<file path="src/osc_ctrl_pkg.sv">
// Shared constants for the dual oscillator clock select block
package osc_ctrl_pkg;

  // Bus map: byte offsets within the block's window
  localparam logic [15:0] CTRL_OFFSET   = 16'hff00;
  localparam logic [15:0] STATUS_OFFSET = 16'hff04;

  // Control word fields
  localparam int unsigned CPU_CLOCK_SELECT_BIT       = 3;
  localparam int unsigned FAST_OSCILLATOR_ENABLE_BIT = 2;
  localparam int unsigned CORE_VOLTAGE_SELECT_BIT    = 0;
  localparam logic [3:0]  CTRL_WRITE_MASK            = 4'hd;
  localparam logic [3:0]  CTRL_RESET                 = 4'h0;

  // Status word fields
  localparam int unsigned STAT_CPU_ON_HIGH_BIT   = 0;
  localparam int unsigned STAT_HIGH_SETTLED_BIT  = 1;
  localparam int unsigned STAT_SUPPLY_HIGH_BIT   = 2;
  localparam int unsigned STAT_SWITCH_BUSY_BIT   = 3;

  // AHB-Lite encodings
  localparam logic [1:0]  HTRANS_NONSEQ = 2'h2;
  localparam logic [2:0]  HSIZE_WORD    = 3'h2;

  // Clock rates in hertz
  localparam int unsigned CLK_HZ          = 250000000;
  localparam int unsigned LOW_CRYSTAL_HZ  = 32768;
  localparam int unsigned LOW_CR_HZ       = 60000;
  localparam int unsigned HIGH_HZ         = 4000000;

  // Fast oscillator settling time, microseconds
  localparam int unsigned HIGH_SETTLE_US  = 5000;
  localparam int unsigned CLK_PER_US      = CLK_HZ / 1000000;

  // System clock periods per instruction cycle
  localparam int unsigned PERIODS_PER_CYCLE = 2;

  typedef enum logic [1:0] {
    SRC_LOW,
    SRC_TO_HIGH,
    SRC_HIGH,
    SRC_TO_LOW
  } clk_src_state_t;

endpackage

</file>
<file path="src/rate_enable.sv">
// Fractional rate divider giving one-cycle enable pulses
`timescale 1ns/100ps
module rate_enable #(
  parameter int unsigned CLK_HZ = 250000000,
  parameter int unsigned OUT_HZ = 32768,
  parameter int unsigned ACC_W  = 32
) (
  input  wire logic clk_i,
  input  wire logic reset_n_i,
  input  wire logic run_i,
  input  wire logic restart_i,
  output logic      tick_o
);

  localparam logic [ACC_W:0] INC = (ACC_W+1)'(OUT_HZ);
  localparam logic [ACC_W:0] MOD = (ACC_W+1)'(CLK_HZ);

  logic [ACC_W-1:0] acc_r;
  logic [ACC_W:0]   sum;
  logic             wrap;
  logic [ACC_W-1:0] acc_nxt;

  // Average rate is exact; phase restarts so a first period is whole
  assign sum     = {1'b0, acc_r} + INC;
  assign wrap    = (sum >= MOD);
  assign acc_nxt = wrap ? ACC_W'(sum - MOD) : ACC_W'(sum);

  always_ff @(posedge clk_i) begin
    if (!reset_n_i || !run_i || restart_i) begin
      acc_r  <= '0;
      tick_o <= 1'b0;
    end else begin
      acc_r  <= acc_nxt;
      tick_o <= wrap;
    end
  end

endmodule // rate_enable

</file>
<file path="src/osc_clock_select.sv">
// Dual oscillator clock select with AHB-Lite control registers
//
// Our own choices: the AHB-Lite interface to the registers and the address map.
`timescale 1ns/100ps
module osc_clock_select #(
  parameter bit          LOW_OSC_IS_CR  = 1'b0,
  parameter int unsigned CLK_HZ         = osc_ctrl_pkg::CLK_HZ,
  parameter int unsigned LOW_CRYSTAL_HZ = osc_ctrl_pkg::LOW_CRYSTAL_HZ,
  parameter int unsigned LOW_CR_HZ      = osc_ctrl_pkg::LOW_CR_HZ,
  parameter int unsigned HIGH_HZ        = osc_ctrl_pkg::HIGH_HZ,
  parameter int unsigned HIGH_SETTLE_CYC =
    osc_ctrl_pkg::HIGH_SETTLE_US * osc_ctrl_pkg::CLK_PER_US
) (
  input  wire logic        clk_i,
  input  wire logic        reset_n_i,
  // AHB-Lite slave
  input  wire logic        hsel_i,
  input  wire logic [31:0] haddr_i,
  input  wire logic [1:0]  htrans_i,
  input  wire logic        hwrite_i,
  input  wire logic [2:0]  hsize_i,
  input  wire logic [31:0] hwdata_i,
  input  wire logic        hready_i,
  output logic [31:0]      hrdata_o,
  output logic             hreadyout_o,
  output logic             hresp_o,
  // Clock enables
  output logic             low_clk_en_o,
  output logic             high_clk_en_o,
  output logic             sys_clk_en_o,
  output logic             instr_cycle_en_o,
  // Analog controls and state
  output logic             fast_oscillator_enable_o,
  output logic             internal_core_supply_high_o,
  output logic             cpu_on_high_o
);

  localparam int unsigned LOW_HZ = LOW_OSC_IS_CR ? LOW_CR_HZ : LOW_CRYSTAL_HZ;
  localparam logic [31:0] SETTLE_CYC = 32'(HIGH_SETTLE_CYC);

  // Control word
  logic [3:0]  ctrl_r;
  logic [3:0]  ctrl_nxt;
  logic [3:0]  ctrl_wr;
  // Bus address phase capture
  logic        wr_pend_r;
  logic [15:0] wr_addr_r;
  logic [31:0] rdata_r;
  logic [31:0] rdata_nxt;
  // Clock switching
  osc_ctrl_pkg::clk_src_state_t src_r;
  osc_ctrl_pkg::clk_src_state_t src_nxt;
  logic        low_tick;
  logic        high_tick;
  logic        low_restart;
  logic        high_restart;
  logic        sys_tick;
  logic        half_r;
  logic [31:0] settle_cnt_r;
  logic        settled_r;
  logic        supply_high_r;
  logic        sys_en_r;
  logic        instr_en_r;

  wire logic addr_phase = hsel_i && hready_i && htrans_i[1];
  wire logic rd_phase   = addr_phase && !hwrite_i;
  wire logic wr_phase   = addr_phase && hwrite_i;
  wire logic wr_do      = wr_pend_r && hready_i;
  wire logic wr_ctrl    = wr_do && (wr_addr_r == osc_ctrl_pkg::CTRL_OFFSET);

  wire logic sel_bit  = ctrl_r[osc_ctrl_pkg::CPU_CLOCK_SELECT_BIT];
  wire logic fast_oscillator_enable_bit = ctrl_r[osc_ctrl_pkg::FAST_OSCILLATOR_ENABLE_BIT];
  wire logic vdc_bit  = ctrl_r[osc_ctrl_pkg::CORE_VOLTAGE_SELECT_BIT];

  // Fast source is only usable while its oscillator runs
  wire logic want_high = sel_bit && fast_oscillator_enable_bit;

  function automatic logic [31:0] read_word(
    input logic [15:0] addr,
    input logic [3:0]  ctrl,
    input logic [3:0]  status
  );
    logic [31:0] w;
    w = 32'h0000_0000;
    if (addr == osc_ctrl_pkg::CTRL_OFFSET) begin
      w[3:0] = ctrl & osc_ctrl_pkg::CTRL_WRITE_MASK;
    end else if (addr == osc_ctrl_pkg::STATUS_OFFSET) begin
      w[3:0] = status;
    end
    return w;
  endfunction

  // Write filter: fast select refused at low supply with oscillator off
  always_comb begin
    ctrl_wr = hwdata_i[3:0] & osc_ctrl_pkg::CTRL_WRITE_MASK;
    if (!ctrl_wr[osc_ctrl_pkg::CORE_VOLTAGE_SELECT_BIT] &&
        !ctrl_wr[osc_ctrl_pkg::FAST_OSCILLATOR_ENABLE_BIT]) begin
      ctrl_wr[osc_ctrl_pkg::CPU_CLOCK_SELECT_BIT] = 1'b0;
    end
  end

  assign ctrl_nxt = wr_ctrl ? ctrl_wr : ctrl_r;

  wire logic [3:0] status_now = {
    (src_r == osc_ctrl_pkg::SRC_TO_HIGH) || (src_r == osc_ctrl_pkg::SRC_TO_LOW),
    supply_high_r,
    settled_r,
    (src_r == osc_ctrl_pkg::SRC_HIGH) || (src_r == osc_ctrl_pkg::SRC_TO_LOW)
  };

  // Reads see a write finishing in the same cycle
  assign rdata_nxt = rd_phase ? read_word(haddr_i[15:0], ctrl_nxt, status_now)
                              : rdata_r;

  always_ff @(posedge clk_i) begin
    if (!reset_n_i) begin
      ctrl_r    <= osc_ctrl_pkg::CTRL_RESET;
      wr_pend_r <= 1'b0;
      wr_addr_r <= 16'h0000;
      rdata_r   <= 32'h0000_0000;
    end else begin
      ctrl_r  <= ctrl_nxt;
      rdata_r <= rdata_nxt;
      if (hready_i) begin
        wr_pend_r <= wr_phase;
        wr_addr_r <= haddr_i[15:0];
      end
    end
  end

  // Low-speed source: always running
  rate_enable #(
    .CLK_HZ (CLK_HZ),
    .OUT_HZ (LOW_HZ),
    .ACC_W  (32)
  ) u_low_osc (
    .clk_i     (clk_i),
    .reset_n_i (reset_n_i),
    .run_i     (1'b1),
    .restart_i (low_restart),
    .tick_o    (low_tick)
  );

  // Fast source: runs only while enabled
  rate_enable #(
    .CLK_HZ (CLK_HZ),
    .OUT_HZ (HIGH_HZ),
    .ACC_W  (32)
  ) u_high_osc (
    .clk_i     (clk_i),
    .reset_n_i (reset_n_i),
    .run_i     (fast_oscillator_enable_bit),
    .restart_i (high_restart),
    .tick_o    (high_tick)
  );

  // Source switching waits for the old source's period edge, unless the fast oscillator has stopped
  always_comb begin
    src_nxt      = src_r;
    low_restart  = 1'b0;
    high_restart = 1'b0;
    case (src_r)
      osc_ctrl_pkg::SRC_LOW: begin
        if (want_high) begin
          src_nxt = osc_ctrl_pkg::SRC_TO_HIGH;
        end
      end
      osc_ctrl_pkg::SRC_TO_HIGH: begin
        if (!want_high) begin
          src_nxt = osc_ctrl_pkg::SRC_LOW;
        end else if (low_tick) begin
          src_nxt      = osc_ctrl_pkg::SRC_HIGH;
          high_restart = 1'b1;
        end
      end
      osc_ctrl_pkg::SRC_HIGH: begin
        if (!want_high) begin
          src_nxt = osc_ctrl_pkg::SRC_TO_LOW;
        end
      end
      osc_ctrl_pkg::SRC_TO_LOW: begin
        if (want_high) begin
          src_nxt = osc_ctrl_pkg::SRC_HIGH;
        end else if (high_tick || !fast_oscillator_enable_bit) begin
          // Fast period edge or fast source gone: fall back with a whole low period
          src_nxt     = osc_ctrl_pkg::SRC_LOW;
          low_restart = 1'b1;
        end
      end
      default: begin
        src_nxt = osc_ctrl_pkg::SRC_LOW;
      end
    endcase
  end

  // System clock enable taken from the active source
  assign sys_tick = ((src_r == osc_ctrl_pkg::SRC_LOW) ||
                     (src_r == osc_ctrl_pkg::SRC_TO_HIGH)) ? low_tick
                                                           : high_tick;

  always_ff @(posedge clk_i) begin
    if (!reset_n_i) begin
      src_r      <= osc_ctrl_pkg::SRC_LOW;
      half_r     <= 1'b0;
      sys_en_r   <= 1'b0;
      instr_en_r <= 1'b0;
    end else begin
      src_r      <= src_nxt;
      sys_en_r   <= sys_tick;
      instr_en_r <= sys_tick && half_r;
      if (sys_tick) begin
        half_r <= !half_r;
      end
    end
  end

  // Settling indicator for the fast oscillator
  always_ff @(posedge clk_i) begin
    if (!reset_n_i || !fast_oscillator_enable_bit) begin
      settle_cnt_r <= 32'h0000_0000;
      settled_r    <= 1'b0;
    end else if (settle_cnt_r >= SETTLE_CYC - 32'h0000_0001) begin
      settled_r <= 1'b1;
    end else begin
      settle_cnt_r <= settle_cnt_r + 32'h0000_0001;
    end
  end

  // Core supply level: fixed high for the CR option
  always_ff @(posedge clk_i) begin
    if (!reset_n_i) begin
      supply_high_r <= LOW_OSC_IS_CR;
    end else begin
      supply_high_r <= LOW_OSC_IS_CR ? 1'b1 : vdc_bit;
    end
  end

  assign hrdata_o                    = rdata_r;
  assign hreadyout_o                 = 1'b1;
  assign hresp_o                     = 1'b0;
  assign low_clk_en_o                = low_tick;
  assign high_clk_en_o               = high_tick;
  assign sys_clk_en_o                = sys_en_r;
  assign instr_cycle_en_o            = instr_en_r;
  assign fast_oscillator_enable_o    = fast_oscillator_enable_bit;
  assign internal_core_supply_high_o = supply_high_r;
  assign cpu_on_high_o               = status_now[osc_ctrl_pkg::STAT_CPU_ON_HIGH_BIT];

endmodule // osc_clock_select

</file>
<file path="config.mk">
export PLATFORM = sky130hd
export DESIGN_NAME = osc_clock_select
export DESIGN_NICKNAME = d
export VERILOG_FILES = /design/src/osc_ctrl_pkg.sv /design/src/rate_enable.sv /design/src/osc_clock_select.sv
export SDC_FILE = /design/constraint.sdc
export NUM_CORES = 1
export LEC_CHECK = 0
export ABC_CLOCK_PERIOD_IN_PS = 5700
export CAP_MARGIN = 20
export CORE_ASPECT_RATIO = 0.6
export CORE_MARGIN = 8
export CORE_UTILIZATION = 30
export DETAILED_ROUTE_END_ITERATION = 8
export DONT_BUFFER_PORTS = 1
export GPL_TIMING_DRIVEN = 0
export PLACE_DENSITY = 0.4
export SYNTH_ARGS = -nofsm -noshare
export SYNTH_HDL_FRONTEND = slang
export SYNTH_SLANG_ARGS = --single-unit
</file>
<file path="constraint.sdc">
create_clock -name clk_i -period 5.7 [get_ports clk_i]
set_input_delay 0.57 -clock clk_i [delete_from_list [all_inputs] [get_ports clk_i]]
set_output_delay 0.57 -clock clk_i [all_outputs]
set_load 0.02 [all_outputs]
</file>
==> impl_metrics.env <==
export IMPL_outcome="finished clean"
export IMPL_wirelength_um=19630
export IMPL_worst_path_buf_inv=2
export IMPL_synth_xor_area_share_pct=10.47
export IMPL_clock_root_buffer="clkbuf_16"
export IMPL_crit_family="compound AO/OA/AOI/OAI gates"
export IMPL_fmax_mhz=252.5
export IMPL_worstMarginPinSlew_ps=846.5
export IMPL_cp_cell_sequence="ha_1 -> clkbuf_1 -> a211o_1 -> a31oi_4 -> nor3_1 -> mux2i_1 -> a21oi_1 -> o21bai_2 -> or3_1 -> buf_4 -> a22oi_2 -> mux2_4"
export IMPL_yosysSeqAreaShare_pct=33.23
export IMPL_die_h_um=133.7
export IMPL_fin_crit_ps=3961
export IMPL_hold_path_startpoint="haddr_i[15]"
export IMPL_area_delta_synth_final_pct=15.35
export IMPL_design_die_area_um2=28370
export IMPL_vdd_drop_max_uv=191.2
export IMPL_ys_ff_latch=115
export IMPL_rsz0062_at_grt="no"
export IMPL_cpPeakStageDelay_ps=590
export IMPL_first_pass_iters=6
export IMPL_synth_compound_area_share_pct=17.12
export IMPL_finalSetupViolCount=0
export IMPL_yosysUniqueCellTypes=84
export IMPL_grt_pass1_vias=5661
export IMPL_ctsResizeCount=0
export IMPL_fin_total_pwr_mw=1.939
export IMPL_place_hpwl_um=14850
export IMPL_synth_top_area_cell="dfxtp_1"
export IMPL_cp_slowest_cell="dfxtp_1"
export IMPL_fin_worst_skew_ps=9.920
export IMPL_vias=6025
export IMPL_post_cts_setup_buffers=0
export IMPL_period_share_pct=69.49
export IMPL_ant_nets=0
export IMPL_overflow=0
export IMPL_drt_iter0_drc=485
export IMPL_cts_hold_buf=0
export IMPL_final_nets=964
export IMPL_cts_buffers=17
export IMPL_slew_violations=0
export IMPL_hold_class="in -> reg"
export IMPL_cts_tree="built"
export IMPL_critPathCaptureType="flip-flop"
export IMPL_synth_top_area_share_pct=33.23
export IMPL_drive_gt1_share_pct=11.65
export IMPL_viasPerCell=4.988
export IMPL_yosys_warnings=0
export IMPL_maxCapViolCount=0
export IMPL_r2r_cells=12
export IMPL_synth_area_top_cells="dfxtp_1 33%, xnor2_1 8.3%, nor2_1 5.2%"
export IMPL_synth_area_per_cell_um2=8.317
export IMPL_grt_pass1_wl_um=31420
export IMPL_whs_endpoint="wr_addr_r[15]"
export IMPL_async_reset_ff_share_pct=0
export IMPL_critical_path_class="reg -> reg"
export IMPL_io_buffers=0
export IMPL_netlist_instances=833
export IMPL_cp_data_required_time_ps=6010
export IMPL_rr_startpoint="u_high_osc.acc_r[8]"
export IMPL_coreArea_um2=22870
export IMPL_synth_edff_count=0
export IMPL_relSlewSlack_pct=43.26
export IMPL_wl_per_cell_um=16.25
export IMPL_p_leak_nw=2.858
export IMPL_antenna_cells=0
export IMPL_grt_max_degree=17
export IMPL_initial_core_util_pct=30.30
export IMPL_path_clk_slew_ps=60
export IMPL_cp_arrival_ps=4270
export IMPL_pin_count=115
export IMPL_grt_use_total_pct=14.05
export IMPL_startpoint_type="flip-flop"
export IMPL_placementRows=43
export IMPL_rrSetupSlack_ps=1740
export IMPL_drc=0
export IMPL_cts_max_level=4
export IMPL_netlist_area_um2=6928
export IMPL_synth_mux_area_share_pct=3.865
export IMPL_path_max_fanout=11
export IMPL_synth_simple_area_share_pct=25.79
export IMPL_powerDensity_nw_per_um2=242.7
export IMPL_clock_sinks=115
export IMPL_clk_latency_ps=420
export IMPL_tns_ps=0
export IMPL_synth_top_family_by_area="simple AND/OR/NAND/NOR gates"
export IMPL_synth_main_ff_cell="dfxtp_1"
export IMPL_gp_congestion=0.8443
export IMPL_synthAdderAreaFrac_pct=1.806
export IMPL_antenna_found_initial=0
export IMPL_hold_violations=0
export IMPL_cts_buffer_depth=2
export IMPL_r2r_end="u_high_osc.acc_r[13]"
export IMPL_hold_path_depth=2
export IMPL_die_x_um=212.2
layer usage:
layer / track usage (%) / part of all wire (%) / up-vias
li1: - / - / 2984
met1: 22.22 / 54 / 2834
met2: 17.08 / 36 / 190
met3: 4.222 / 8.8 / 17
met4: 4.192 / 1.2 / 0
met5: 0 / 0 / -
registers in the layout, indices dropped and copies added (netlist names), named ones only:
register,count
settle_cnt_r,32
u_high_osc.acc_r,25
u_low_osc.acc_r,25
wr_addr_r,16
hrdata_o,4
ctrl_r,3
half_r,1
instr_cycle_en_o,1
internal_core_supply_high_o,1
settled_r,1
src_r,1
sys_clk_en_o,1
u_high_osc.tick_o,1
u_low_osc.tick_o,1
wr_pend_r,1
worst max-delay path by stage:
stage	start	to	slack (ps)	depth (start not counted)
floorplan	u_high_osc.acc_r[8]	u_high_osc.acc_r[13]	2450	12
global placement	u_high_osc.acc_r[8]	u_high_osc.acc_r[13]	1840	12
detailed placement	u_high_osc.acc_r[8]	u_high_osc.acc_r[30]	1800	11
CTS	u_high_osc.acc_r[8]	u_high_osc.acc_r[13]	1750	12
global route	u_high_osc.acc_r[8]	u_high_osc.acc_r[30]	1430	12
finish	u_high_osc.acc_r[8]	u_high_osc.acc_r[13]	1740	12
Yosys cell counts (all sizes together), types with 5 or more instances:
cell and instances:
a211o 6, a211oi 5, a21boi 7, a21o 6, a21oi 29, a31oi 6
and2 7, and3 23, buf 49, clkbuf 23, dfxtp 115, ha 10
inv 28, mux2i 23, nand2 54, nand2b 6, nand3 31, nand4 13
nor2 96, nor2b 24, nor3 28, nor4 19, o211a 5, o211ai 8
o21a 10, o21ai 28, o31ai 13, or3 11, xnor2 67, xor2 15
logic make-up (layout without fill, tap and decap cells):
group / Yosys count / in the layout
simple gates: 341 / 341
compound gates: 157 / 157
flops: 115 / 115
buf+inv: 100 / 132
xor+xnor: 82 / 82
mux: 26 / 26
fa+ha+maj: 10 / 10
other cells: 2 / 30
metrics by stage:
stage	cells	hold slack (ps)	util, %	area, um^2	setup WS [ps]
finish	1208	328.2	34.95	7991	1739
global route	1208	311.1	34.95	7991	1427
CTS	1208	305.4	34.95	7991	1750
detailed placement	1176	450.7	32.48	7427	1796
global placement	1176	432.9	32.48	7427	1839
floorplan	861	429.1	-	7033	2448
power breakdown:
group | switching, mW | internal (mW)
clock network | 0.410 | 0.623
logic | 0.0523 | 0.0338
registers | 0.00679 | 0.813
total | 0.469 | 1.47
layout by cell type (no fill, tap or decap), types with 15 or more instances in the layout:
cell type	instances
dfxtp_1	115
buf_4	34
xor2_1	15
nor4_1	18
a21oi_1	27
xnor2_1	66
nand3_1	31
nor2b_1	24
mux2i_1	23
o21ai_0	26
clkbuf_16	17
nand2_1	54
conb_1	30
and3_1	23
clkbuf_1	25
inv_1	28
nor2_1	96
nor3_1	26
area by class of cell:
cell class | instances | area (um^2)
buffer | 72 | 421.7
clock buffer | 21 | 460.4
clock inverter | 11 | 103.9
fill | 2404 | 14870
inverter | 28 | 105.1
multi-input combinational | 646 | 4204
sequential | 115 | 2302
tap | 315 | 394.1
worst reg2reg max path: stages (launching register included):
cell      delay [ps]
dfxtp_1          590
ha_1             220
clkbuf_1         330
a211o_1          320
a31oi_4          170
nor3_1           430
mux2i_1          240
a21oi_1          140
o21bai_2         290
or3_1            410
buf_4            200
a22oi_2          190
mux2_4           310
Power figures use the tool's default switching activity.
